File: src/srh_pkg.sv
// constants, codes and reset values shared by the status reporting hierarchy
package srh_pkg;
  // ---------------------------------------------------------------
  // widths
  // ---------------------------------------------------------------
  localparam int unsigned PART_W    = 16;   // width of each part
  localparam int unsigned STDEV_W   = 8;    // standard event register width
  localparam int unsigned NUM_GRP   = 5;    // sixteen-bit groups in the tree
  localparam logic [15:0] USE_MASK  = 16'h7fff;  // usable bits, bit 15 zero
  // ---------------------------------------------------------------
  // reset values
  // ---------------------------------------------------------------
  localparam logic [15:0] RISE_RST  = 16'h7fff;
  localparam logic [15:0] FALL_RST  = 16'h0000;
  localparam logic [15:0] EVT_RST   = 16'h0000;
  localparam logic [15:0] MASK_RST  = 16'h0000;
  localparam logic [7:0]  BYTE_RST  = 8'h00;
  // ---------------------------------------------------------------
  // part codes of a group
  // ---------------------------------------------------------------
  localparam logic [2:0] PART_LIVE  = 3'h0;
  localparam logic [2:0] PART_RISE  = 3'h1;
  localparam logic [2:0] PART_FALL  = 3'h2;
  localparam logic [2:0] PART_EVT   = 3'h3;
  localparam logic [2:0] PART_MASK  = 3'h4;
  // ---------------------------------------------------------------
  // group codes; common level uses its own part codes
  // ---------------------------------------------------------------
  localparam logic [2:0] GRP_OPER   = 3'h0;
  localparam logic [2:0] GRP_QUES   = 3'h1;
  localparam logic [2:0] GRP_LIM1   = 3'h2;
  localparam logic [2:0] GRP_LIM2   = 3'h3;
  localparam logic [2:0] GRP_GRPA   = 3'h4;
  localparam logic [2:0] GRP_COMMON = 3'h5;
  localparam logic [2:0] COM_SBYTE  = 3'h0;
  localparam logic [2:0] COM_RQMSK  = 3'h1;
  localparam logic [2:0] COM_PPMSK  = 3'h2;
  localparam logic [2:0] COM_STDEV  = 3'h3;
  localparam logic [2:0] COM_EVMSK  = 3'h4;
  localparam logic [2:0] COM_INDIV  = 3'h5;
  // ---------------------------------------------------------------
  // summary byte bit positions
  // ---------------------------------------------------------------
  localparam int unsigned BIT_ERRQ    = 2;
  localparam int unsigned BIT_QUES    = 3;
  localparam int unsigned BIT_MSGA    = 4;
  localparam int unsigned BIT_EVSUM   = 5;
  localparam int unsigned BIT_MASTER  = 6;
  localparam int unsigned BIT_OPER    = 7;
  localparam logic [7:0]  MASTER_MASK = 8'h40;
  // ---------------------------------------------------------------
  // questionable live bits fed by lower groups
  // ---------------------------------------------------------------
  localparam int unsigned QUES_LIM1 = 9;
  localparam int unsigned QUES_LIM2 = 10;
  localparam int unsigned QUES_GRPA = 11;
endpackage

File: src/srh_group.sv
// one sixteen-bit status register group with five parts
`timescale 1ns/1ns
`default_nettype none
module srh_group (
  input  wire logic        clk,
  input  wire logic        resetn,
  input  wire logic [15:0] live_in,
  input  wire logic        acc_en,
  input  wire logic        acc_write,
  input  wire logic [2:0]  acc_part,
  input  wire logic [15:0] acc_wdata,
  output logic      [15:0] acc_rdata,
  output logic             summary
);
  // ---------------------------------------------------------------
  // state
  // ---------------------------------------------------------------
  typedef struct packed {
    logic [15:0] live;   // live state, sampled each cycle
    logic [15:0] rise;   // rising transition filter
    logic [15:0] fall;   // falling transition filter
    logic [15:0] evt;    // latched events
    logic [15:0] mask;   // summary mask
  } srh_grp_t;

  srh_grp_t    st_ff;      // registered state
  srh_grp_t    nxt_st;     // next state
  logic [15:0] cond_now;   // usable live inputs
  logic [15:0] rise_hit;   // filtered rising edges
  logic [15:0] fall_hit;   // filtered falling edges
  logic        clr_evt;    // clearing read of events
  logic        wr_ok;      // write strobe

  // ---------------------------------------------------------------
  // next state
  // ---------------------------------------------------------------
  always_comb
  begin
    nxt_st   = st_ff;
    cond_now = live_in & srh_pkg::USE_MASK;
    rise_hit = cond_now & ~st_ff.live & st_ff.rise;
    fall_hit = ~cond_now & st_ff.live & st_ff.fall;
    wr_ok    = acc_en && acc_write;
    clr_evt  = acc_en && !acc_write && (acc_part == srh_pkg::PART_EVT);
    // live part only follows hardware, writes never reach it
    nxt_st.live = cond_now;
    if (wr_ok && (acc_part == srh_pkg::PART_RISE))
    begin
      nxt_st.rise = acc_wdata & srh_pkg::USE_MASK;
    end
    else if (wr_ok && (acc_part == srh_pkg::PART_FALL))
    begin
      nxt_st.fall = acc_wdata & srh_pkg::USE_MASK;
    end
    else if (wr_ok && (acc_part == srh_pkg::PART_MASK))
    begin
      nxt_st.mask = acc_wdata & srh_pkg::USE_MASK;
    end
    // new edges win over a clearing read in the same cycle
    nxt_st.evt = (st_ff.evt & ~{16{clr_evt}}) | rise_hit | fall_hit;
  end

  // ---------------------------------------------------------------
  // state register
  // ---------------------------------------------------------------
  always_ff @(posedge clk)
  begin
    if (!resetn)
    begin
      st_ff <= '{16'h0000, srh_pkg::RISE_RST, srh_pkg::FALL_RST,
                 srh_pkg::EVT_RST, srh_pkg::MASK_RST};
    end
    else
    begin
      st_ff <= nxt_st;
    end
  end

  // ---------------------------------------------------------------
  // read mux and summary
  // ---------------------------------------------------------------
  always_comb
  begin
    if (acc_part == srh_pkg::PART_LIVE)
      acc_rdata = st_ff.live;
    else if (acc_part == srh_pkg::PART_RISE)
      acc_rdata = st_ff.rise;
    else if (acc_part == srh_pkg::PART_FALL)
      acc_rdata = st_ff.fall;
    else if (acc_part == srh_pkg::PART_EVT)
      acc_rdata = st_ff.evt;
    else if (acc_part == srh_pkg::PART_MASK)
      acc_rdata = st_ff.mask;
    else
      acc_rdata = 16'h0000;   // unused part codes read zero
  end

  assign summary = |(st_ff.evt & st_ff.mask);
endmodule // srh_group
`default_nettype wire

File: src/srh_top.sv
// status reporting hierarchy: five groups, event register and summary byte
`timescale 1ns/1ns
`default_nettype none
module srh_top (
  input  wire logic        clk,
  input  wire logic        resetn,
  input  wire logic [15:0] oper_status_in,
  input  wire logic [15:0] ques_status_in,
  input  wire logic [15:0] lim1_status_in,
  input  wire logic [15:0] lim2_status_in,
  input  wire logic [15:0] hw_fail_in,
  input  wire logic [7:0]  std_event_in,
  input  wire logic        msg_avail_in,
  input  wire logic        err_queue_nonempty_in,
  input  wire logic        cmd_valid,
  input  wire logic        cmd_write,
  input  wire logic [2:0]  cmd_group,
  input  wire logic [2:0]  cmd_part,
  input  wire logic [15:0] cmd_wdata,
  output logic             rsp_valid,
  output logic      [15:0] rsp_data,
  output logic      [7:0]  status_byte,
  output logic             service_request,
  output logic             srq_event,
  output logic             indiv_flag
);
  // ---------------------------------------------------------------
  // state of the common level
  // ---------------------------------------------------------------
  typedef struct packed {
    logic [7:0]  sbyte;     // summary status byte
    logic [7:0]  rq_mask;   // service request mask
    logic [7:0]  pp_mask;   // parallel poll mask
    logic [7:0]  std_ev;    // standard event register
    logic [7:0]  ev_mask;   // standard event mask
    logic        rsp_vld;   // answer strobe
    logic [15:0] rsp;       // answer word
    logic        srq_evt;   // one-cycle request pulse
    logic        indiv;     // individual status flag
  } srh_top_t;

  srh_top_t    st_ff;                        // registered state
  srh_top_t    nxt_st;                       // next state
  logic [15:0] live_vec [srh_pkg::NUM_GRP];  // live inputs per group
  logic [15:0] rd_vec   [srh_pkg::NUM_GRP];  // read data per group
  logic [4:0]  sum_vec;                      // group summaries
  logic [4:0]  grp_sel;                      // group access enables
  logic        com_sel;                      // common level selected
  logic        rd_req;                       // read request this cycle
  logic        wr_req;                       // write request this cycle
  logic        evsum_now;                    // event summary
  logic [7:0]  sbyte_low;                    // summary byte without bit 6
  logic [7:0]  sbyte_new;                    // full next summary byte

  // ---------------------------------------------------------------
  // group access decode
  // ---------------------------------------------------------------
  function automatic logic [4:0] grp_decode(input logic [2:0] g, input logic v);
    logic [4:0] d;
    d = 5'h00;
    if (v && (g < srh_pkg::GRP_COMMON))
      d[g] = 1'b1;
    return d;
  endfunction

  function automatic logic [15:0] byte_word(input logic [7:0] b);
    return {8'h00, b};
  endfunction

  assign grp_sel = grp_decode(cmd_group, cmd_valid);
  assign com_sel = cmd_valid && (cmd_group == srh_pkg::GRP_COMMON);
  assign rd_req  = cmd_valid && !cmd_write;
  assign wr_req  = cmd_valid && cmd_write;

  // ---------------------------------------------------------------
  // live inputs: lower summaries land in questionable bits
  // ---------------------------------------------------------------
  always_comb
  begin
    live_vec[srh_pkg::GRP_OPER] = oper_status_in;
    live_vec[srh_pkg::GRP_QUES] = ques_status_in;
    live_vec[srh_pkg::GRP_QUES][srh_pkg::QUES_LIM1] = sum_vec[srh_pkg::GRP_LIM1];
    live_vec[srh_pkg::GRP_QUES][srh_pkg::QUES_LIM2] = sum_vec[srh_pkg::GRP_LIM2];
    live_vec[srh_pkg::GRP_QUES][srh_pkg::QUES_GRPA] = sum_vec[srh_pkg::GRP_GRPA];
    live_vec[srh_pkg::GRP_LIM1] = lim1_status_in;
    live_vec[srh_pkg::GRP_LIM2] = lim2_status_in;
    live_vec[srh_pkg::GRP_GRPA] = hw_fail_in;
  end

  // ---------------------------------------------------------------
  // the five sixteen-bit groups
  // ---------------------------------------------------------------
  genvar gi;
  generate
    for (gi = 0; gi < srh_pkg::NUM_GRP; gi++)
    begin : g_grp
      srh_group u_grp (
        .clk       (clk),
        .resetn    (resetn),
        .live_in   (live_vec[gi]),
        .acc_en    (grp_sel[gi]),
        .acc_write (cmd_write),
        .acc_part  (cmd_part),
        .acc_wdata (cmd_wdata),
        .acc_rdata (rd_vec[gi]),
        .summary   (sum_vec[gi])
      );
    end
  endgenerate

  // ---------------------------------------------------------------
  // next state of the common level
  // ---------------------------------------------------------------
  always_comb
  begin
    nxt_st    = st_ff;
    // event summary is a level: standard events stay set until read
    evsum_now = |(st_ff.std_ev & st_ff.ev_mask);
    // build the byte from live summaries; bits 0 and 1 stay zero
    sbyte_low = 8'h00;
    sbyte_low[srh_pkg::BIT_ERRQ]  = err_queue_nonempty_in;
    sbyte_low[srh_pkg::BIT_QUES]  = sum_vec[srh_pkg::GRP_QUES];
    sbyte_low[srh_pkg::BIT_MSGA]  = msg_avail_in;
    sbyte_low[srh_pkg::BIT_EVSUM] = evsum_now;
    sbyte_low[srh_pkg::BIT_OPER]  = sum_vec[srh_pkg::GRP_OPER];
    sbyte_new = sbyte_low;
    // master summary ignores mask bit 6, else it would feed on itself
    sbyte_new[srh_pkg::BIT_MASTER] = |(sbyte_low & st_ff.rq_mask & ~srh_pkg::MASTER_MASK);
    nxt_st.sbyte = sbyte_new;
    // request pulse on a masked rising bit; a bit already high sends none
    nxt_st.srq_evt = |(sbyte_low & ~st_ff.sbyte & st_ff.rq_mask & ~srh_pkg::MASTER_MASK);
    // parallel poll flag includes bit 6
    nxt_st.indiv = |(sbyte_new & st_ff.pp_mask);
    // standard events: new events win over a clearing read
    if (com_sel && rd_req && (cmd_part == srh_pkg::COM_STDEV))
      nxt_st.std_ev = std_event_in;
    else
      nxt_st.std_ev = st_ff.std_ev | std_event_in;
    // writes to the common masks; byte, events and flag ignore writes
    if (com_sel && wr_req && (cmd_part == srh_pkg::COM_RQMSK))
    begin
      nxt_st.rq_mask = cmd_wdata[7:0];
    end
    else if (com_sel && wr_req && (cmd_part == srh_pkg::COM_PPMSK))
    begin
      nxt_st.pp_mask = cmd_wdata[7:0];
    end
    else if (com_sel && wr_req && (cmd_part == srh_pkg::COM_EVMSK))
    begin
      nxt_st.ev_mask = cmd_wdata[7:0];
    end
    // answer one cycle after each read
    nxt_st.rsp_vld = rd_req;
    nxt_st.rsp     = st_ff.rsp;
    if (!rd_req)
    begin
      nxt_st.rsp = st_ff.rsp;              // hold last answer
    end
    else if (grp_sel != 5'h00)
    begin
      nxt_st.rsp = rd_vec[cmd_group];      // group part
    end
    else if (com_sel && (cmd_part == srh_pkg::COM_SBYTE))
    begin
      // reading the byte leaves it alone: its bits are live summaries
      nxt_st.rsp = byte_word(st_ff.sbyte);
    end
    else if (com_sel && (cmd_part == srh_pkg::COM_RQMSK))
    begin
      // mask bit 6 is stored and read back although it gates nothing
      nxt_st.rsp = byte_word(st_ff.rq_mask);
    end
    else if (com_sel && (cmd_part == srh_pkg::COM_PPMSK))
    begin
      nxt_st.rsp = byte_word(st_ff.pp_mask);
    end
    else if (com_sel && (cmd_part == srh_pkg::COM_STDEV))
    begin
      // value before the clear that this same read performs
      nxt_st.rsp = byte_word(st_ff.std_ev);
    end
    else if (com_sel && (cmd_part == srh_pkg::COM_EVMSK))
    begin
      nxt_st.rsp = byte_word(st_ff.ev_mask);
    end
    else if (com_sel && (cmd_part == srh_pkg::COM_INDIV))
    begin
      nxt_st.rsp = {15'h0000, st_ff.indiv};
    end
    else
    begin
      nxt_st.rsp = 16'h0000;               // unmapped reads return zero
    end
  end

  // ---------------------------------------------------------------
  // state register
  // ---------------------------------------------------------------
  always_ff @(posedge clk)
  begin
    if (!resetn)
    begin
      st_ff <= '{srh_pkg::BYTE_RST, srh_pkg::BYTE_RST, srh_pkg::BYTE_RST,
                 srh_pkg::BYTE_RST, srh_pkg::BYTE_RST, 1'b0, 16'h0000,
                 1'b0, 1'b0};
    end
    else
    begin
      st_ff <= nxt_st;
    end
  end

  // ---------------------------------------------------------------
  // outputs straight from the state register
  // ---------------------------------------------------------------
  assign rsp_valid       = st_ff.rsp_vld;
  assign rsp_data        = st_ff.rsp;
  // no output passes through logic after the register
  assign status_byte     = st_ff.sbyte;
  assign service_request = st_ff.sbyte[srh_pkg::BIT_MASTER];
  assign srq_event       = st_ff.srq_evt;
  assign indiv_flag      = st_ff.indiv;
endmodule // srh_top
`default_nettype wire

File: config.mk
export PLATFORM = sky130hd
export DESIGN_NAME = srh_top
export DESIGN_NICKNAME = d
export VERILOG_FILES = /design/src/srh_pkg.sv /design/src/srh_group.sv /design/src/srh_top.sv
export SDC_FILE = /design/constraint.sdc
export NUM_CORES = 1
export LEC_CHECK = 0
export ABC_CLOCK_PERIOD_IN_PS = 1660
export BUFFER_PORTS_ARGS = -buffer_cell sky130_fd_sc_hd__buf_4
export CORE_MARGIN = 5
export CORE_UTILIZATION = 25
export CTS_CLUSTER_DIAMETER = 150
export DETAILED_ROUTE_END_ITERATION = 8
export GPL_TIMING_DRIVEN = 0
export PLACE_DENSITY_LB_ADDON = 0.08
export SYNTH_ARGS = -nofsm -noshare
export SYNTH_HDL_FRONTEND = slang
export SYNTH_SLANG_ARGS = --single-unit
export TNS_END_PERCENT = 20
File: constraint.sdc
create_clock -name clk -period 1.66 [get_ports clk]
set_input_delay 0.083 -clock clk [delete_from_list [all_inputs] [get_ports clk]]
set_output_delay 0.083 -clock clk [all_outputs]
set_load 0.02 [all_outputs]
==> impl_metrics.prom <==
# TYPE chip_impl_metric gauge
chip_impl_metric{name="dr_total_vias",unit=""} 21726
chip_impl_metric{name="post_drt_via_cell_ratio",unit=""} 5.47
chip_impl_metric{name="drc",unit=""} 0
chip_impl_metric{name="power.share.sequential",unit="%"} 41.5
chip_impl_info{name="synthMostInstantiatedCell",value="sky130_fd_sc_hd__nand2_1"} 1
chip_impl_info{name="holdCritPathClass",value="in2reg"} 1
chip_impl_metric{name="area_of_all_placed_cells_without_fillers",unit="mm^2"} 0.0263
chip_impl_metric{name="routabilityCongestion",unit=""} 1.01
chip_impl_metric{name="totalWireLength",unit="um"} 131000
chip_impl_metric{name="timing.final.crit_share",unit="%"} 114
chip_impl_metric{name="cp.required",unit="ps"} 2150
chip_impl_info{name="violated_checks",value="setup timing"} 1
chip_impl_metric{name="syn2layout_area_growth",unit="%"} 30.0
chip_impl_metric{name="maxSlewHeadroom",unit="%"} 3.42
chip_impl_metric{name="finalNetCount",unit=""} 2982
chip_impl_metric{name="cts.reportedPaths.clkPinSlew",unit="ps"} 60
chip_impl_metric{name="wl_per_cell",unit="um"} 33.0
chip_impl_metric{name="max-cap-violations",unit=""} 0
chip_impl_metric{name="power_per_cell_area",unit="mW/mm^2"} 1020
chip_impl_metric{name="worstMarginPinSlew",unit="ps"} 1450
chip_impl_metric{name="timing.final.max_slew_violations",unit=""} 0
chip_impl_info{name="synth_top_cells_by_count",value="sky130_fd_sc_hd__nand2_1 (563), sky130_fd_sc_hd__dfxtp_1 (437), sky130_fd_sc_hd__a21oi_1 (316)"} 1
chip_impl_metric{name="fp.dieArea",unit="mm^2"} 0.0867
chip_impl_metric{name="timing.final.setup_violations",unit=""} 21
chip_impl_metric{name="synth-seq-area-share",unit="%"} 43.2
chip_impl_metric{name="row_count",unit=""} 104
chip_impl_metric{name="drive_above_1_share",unit="%"} 18.2
chip_impl_info{name="cp_cell_sequence",value="mux4_2 > a22oi_2 > nor3_2 > a211oi_2 > o21ai_1"} 1
chip_impl_metric{name="syn-cell-area",unit="mm^2"} 0.0202
chip_impl_metric{name="finalClockSkew",unit="ps"} 24.4
chip_impl_metric{name="gr-usage-all-layers",unit="%"} 29.1
chip_impl_metric{name="floorplan.initialDensity",unit="%"} 25.2
chip_impl_metric{name="timing.reg2reg.setup_slack",unit="ps"} -230
chip_impl_info{name="ys_top_cells_by_area",value="sky130_fd_sc_hd__dfxtp_1 (43%), sky130_fd_sc_hd__nand2_1 (10%), sky130_fd_sc_hd__a21oi_1 (7.8%)"} 1
chip_impl_metric{name="post_synthesis_sequential_element_count",unit=""} 437
chip_impl_metric{name="place_inst",unit=""} 3756
chip_impl_info{name="clock_tree_from_tritoncts",value="done"} 1
chip_impl_info{name="critPathSlowestCell",value="sky130_fd_sc_hd__mux4_2"} 1
chip_impl_metric{name="die_x",unit="um"} 295
chip_impl_metric{name="postSynthCellCount",unit=""} 2573
chip_impl_info{name="cell_taking_the_most_area_after_synthesis",value="sky130_fd_sc_hd__dfxtp_1"} 1
chip_impl_metric{name="final_core_utilization",unit="%"} 32.7
chip_impl_info{name="timing.critical_path.to_type",value="register"} 1
chip_impl_metric{name="clock_power_share",unit="%"} 45.5
chip_impl_metric{name="cp.arrival",unit="ps"} 2380
chip_impl_metric{name="path_max_fanout",unit=""} 3
chip_impl_metric{name="hpwlAfterDp",unit="um"} 95500
chip_impl_metric{name="grt_start_max_net_pins",unit=""} 14
chip_impl_metric{name="grt_pass1_vias",unit=""} 20580
chip_impl_metric{name="unique_masters_post_synth",unit=""} 66
chip_impl_metric{name="power_leakage",unit="uW"} 0.00998
chip_impl_metric{name="cp_slowest_stage_delay",unit="ps"} 530
chip_impl_metric{name="tritoncts_num_sinks",unit=""} 437
chip_impl_metric{name="drt_pre_antenna_iters",unit=""} 7
chip_impl_metric{name="maximum_clock_frequency",unit="GHz"} 0.528
chip_impl_metric{name="internal-power",unit="uW"} 19100
chip_impl_info{name="outcome",value="finished, violations left"} 1
chip_impl_metric{name="ys.warnings.count",unit=""} 0
chip_impl_metric{name="worst_slack",unit="ps"} -233
chip_impl_metric{name="ir_drop",unit="V"} 0.000657
chip_impl_info{name="clock_tree.root_cell",value="sky130_fd_sc_hd__clkbuf_16"} 1
chip_impl_metric{name="coreArea",unit="mm^2"} 0.0804
chip_impl_metric{name="combinational_group_share_of_total_power",unit="%"} 13.0
chip_impl_metric{name="number_of_synthesized_flops_with_an_enable_pin",unit=""} 0
chip_impl_metric{name="port-buffer-count",unit=""} 122
chip_impl_info{name="rsz0062_at_grt",value="true"} 1
chip_impl_metric{name="final.fill_count",unit=""} 8586
chip_impl_metric{name="first_pass_grt_wire_length",unit="um"} 176000
chip_impl_metric{name="grt_antenna_before_repair",unit=""} 8
chip_impl_metric{name="power.share.switching",unit="%"} 28.8
chip_impl_metric{name="final_antenna_net_count",unit=""} 0
chip_impl_metric{name="yosys.area.top_type_share",unit="%"} 43.2
chip_impl_info{name="worst-setup-path-type",value="reg2reg"} 1
chip_impl_metric{name="power.net_switching",unit="uW"} 7730
chip_impl_metric{name="boundaryPins",unit=""} 144
chip_impl_metric{name="post_dp_cell_area",unit="mm^2"} 0.0225
chip_impl_metric{name="drc_violation_total_after_the_first_tritonroute_iteration",unit=""} 2440
chip_impl_metric{name="cts-buffers-inserted",unit=""} 55
chip_impl_metric{name="syn_avg_cell_area",unit="um^2"} 7.87
chip_impl_metric{name="finalHoldViolCount",unit=""} 0
chip_impl_metric{name="clock_path_buffers",unit=""} 3
chip_impl_info{name="critical_path.startpoint_type",value="register"} 1
chip_impl_metric{name="overflow",unit=""} 0
chip_impl_metric{name="synthArstFlopShare",unit="%"} 0
chip_impl_metric{name="htree_levels",unit=""} 2
chip_impl_metric{name="fin_crit",unit="ps"} 1890
chip_impl_metric{name="setup_tns",unit="ps"} -1100
chip_impl_metric{name="finish.cell_count_without_fillers",unit=""} 3973
chip_impl_metric{name="design_power_total",unit="uW"} 26800
chip_impl_info{name="primary_flip_flop_cell_chosen_by_synthesis_mapping",value="sky130_fd_sc_hd__dfxtp_1"} 1
chip_impl_metric{name="clock_latency",unit="ps"} 620
chip_impl_metric{name="dieHeight",unit="um"} 295
==> final timing paths <==
path | startpoint | endpoint | depth (start not counted)
max reg2reg | g_grp[1].u_grp.st_ff[20] | rsp_data[4] | 5
min | cmd_write | g_grp[4].u_grp.st_ff[48] | 5
max | g_grp[1].u_grp.st_ff[20] | rsp_data[4] | 5
min reg2reg | g_grp[0].u_grp.st_ff[1] | g_grp[0].u_grp.st_ff[1] | 2
==> critical path: cells and delay by family, from the launching register on <==
family	cells	cell delay (ps)
flops	1	320
compound gates	3	830
simple gates	1	90
mux	1	530
==> logic make-up after synthesis <==
| logic type | after synthesis | synth area share [%] |
|---|---|---|
| buffers and inverters | 241 | 5.73 |
| muxes | 54 | 3.22 |
| other | 1 | 0.0185 |
| AOI/OAI and AO/OA | 719 | 21.3 |
| and+or+nand+nor | 1121 | 26.5 |
| DFF | 437 | 43.2 |
==> area by class of cell <==
class	count	area, um^2	area share, %
multi-input combinational	1896	11000	41.7
sequential	437	8760	33.3
timing repair buffer	236	2040	7.75
clock buffer	91	1730	6.59
tap	1060	1330	5.04
buffer	218	1310	4.98
inverter	22	86.3	0.328
clock inverter	7	62.6	0.238
antenna	6	15.0	0.0571
==> metal layers <==
layer	global-route usage, %	part of all wire (%)
met1	38.7	42
met2	45.7	44
met3	5.33	7.9
met4	14.1	5.9
met5	0	0
==> state kept, by name, indices dropped and copies added (netlist names) <==
register,count
g_grp.u_grp.st_ff,380
st_ff,32
rsp_data,16
status_byte,6
indiv_flag,1
rsp_valid,1
srq_event,1
==> through the flow <==
| stage | hold slack, ps | setup WS (ps) |
|---|---|---|
| final | 78.2 | -233 |
| after global routing | 75.8 | -221 |
| after CTS | 33.6 | -228 |
| after detailed placement | 295 | -1890 |
| after global placement | 295 | -1900 |
| after floorplan | 200 | 123 |
==> cells in the final DEF, fill, tap and decap left out, types with 72 or more instances in the layout <==
cell / instances
sky130_fd_sc_hd__buf_4: 195
sky130_fd_sc_hd__nor2_1: 133
sky130_fd_sc_hd__nand2_1: 555
sky130_fd_sc_hd__dlygate4sd3_1: 90
sky130_fd_sc_hd__dfxtp_1: 428
sky130_fd_sc_hd__a21oi_1: 303
sky130_fd_sc_hd__nand3_1: 105
sky130_fd_sc_hd__clkbuf_1: 88
sky130_fd_sc_hd__and2_1: 85
sky130_fd_sc_hd__nand3b_1: 72
sky130_fd_sc_hd__o21ai_0: 146
==> power groups by stage <==
stage,Sequential [uW],Clock [uW],Combinational [uW]
floorplan,11100,0,1360
global placement,11300,0,2980
detailed placement,11300,0,2990
CTS,11100,12400,3350
global route,11100,12800,3580
finish,11100,12200,3500
==> what timing repair did <==
action	in CTS	in global routing
gates resized for setup	181	87
endpoints found under the setup margin	279	205
buffers inserted	15	9
hold buffers	90	0
pin swaps	23	24
endpoints found under the hold margin	191	0
Note: power is estimated with default switching activity, not from simulation.
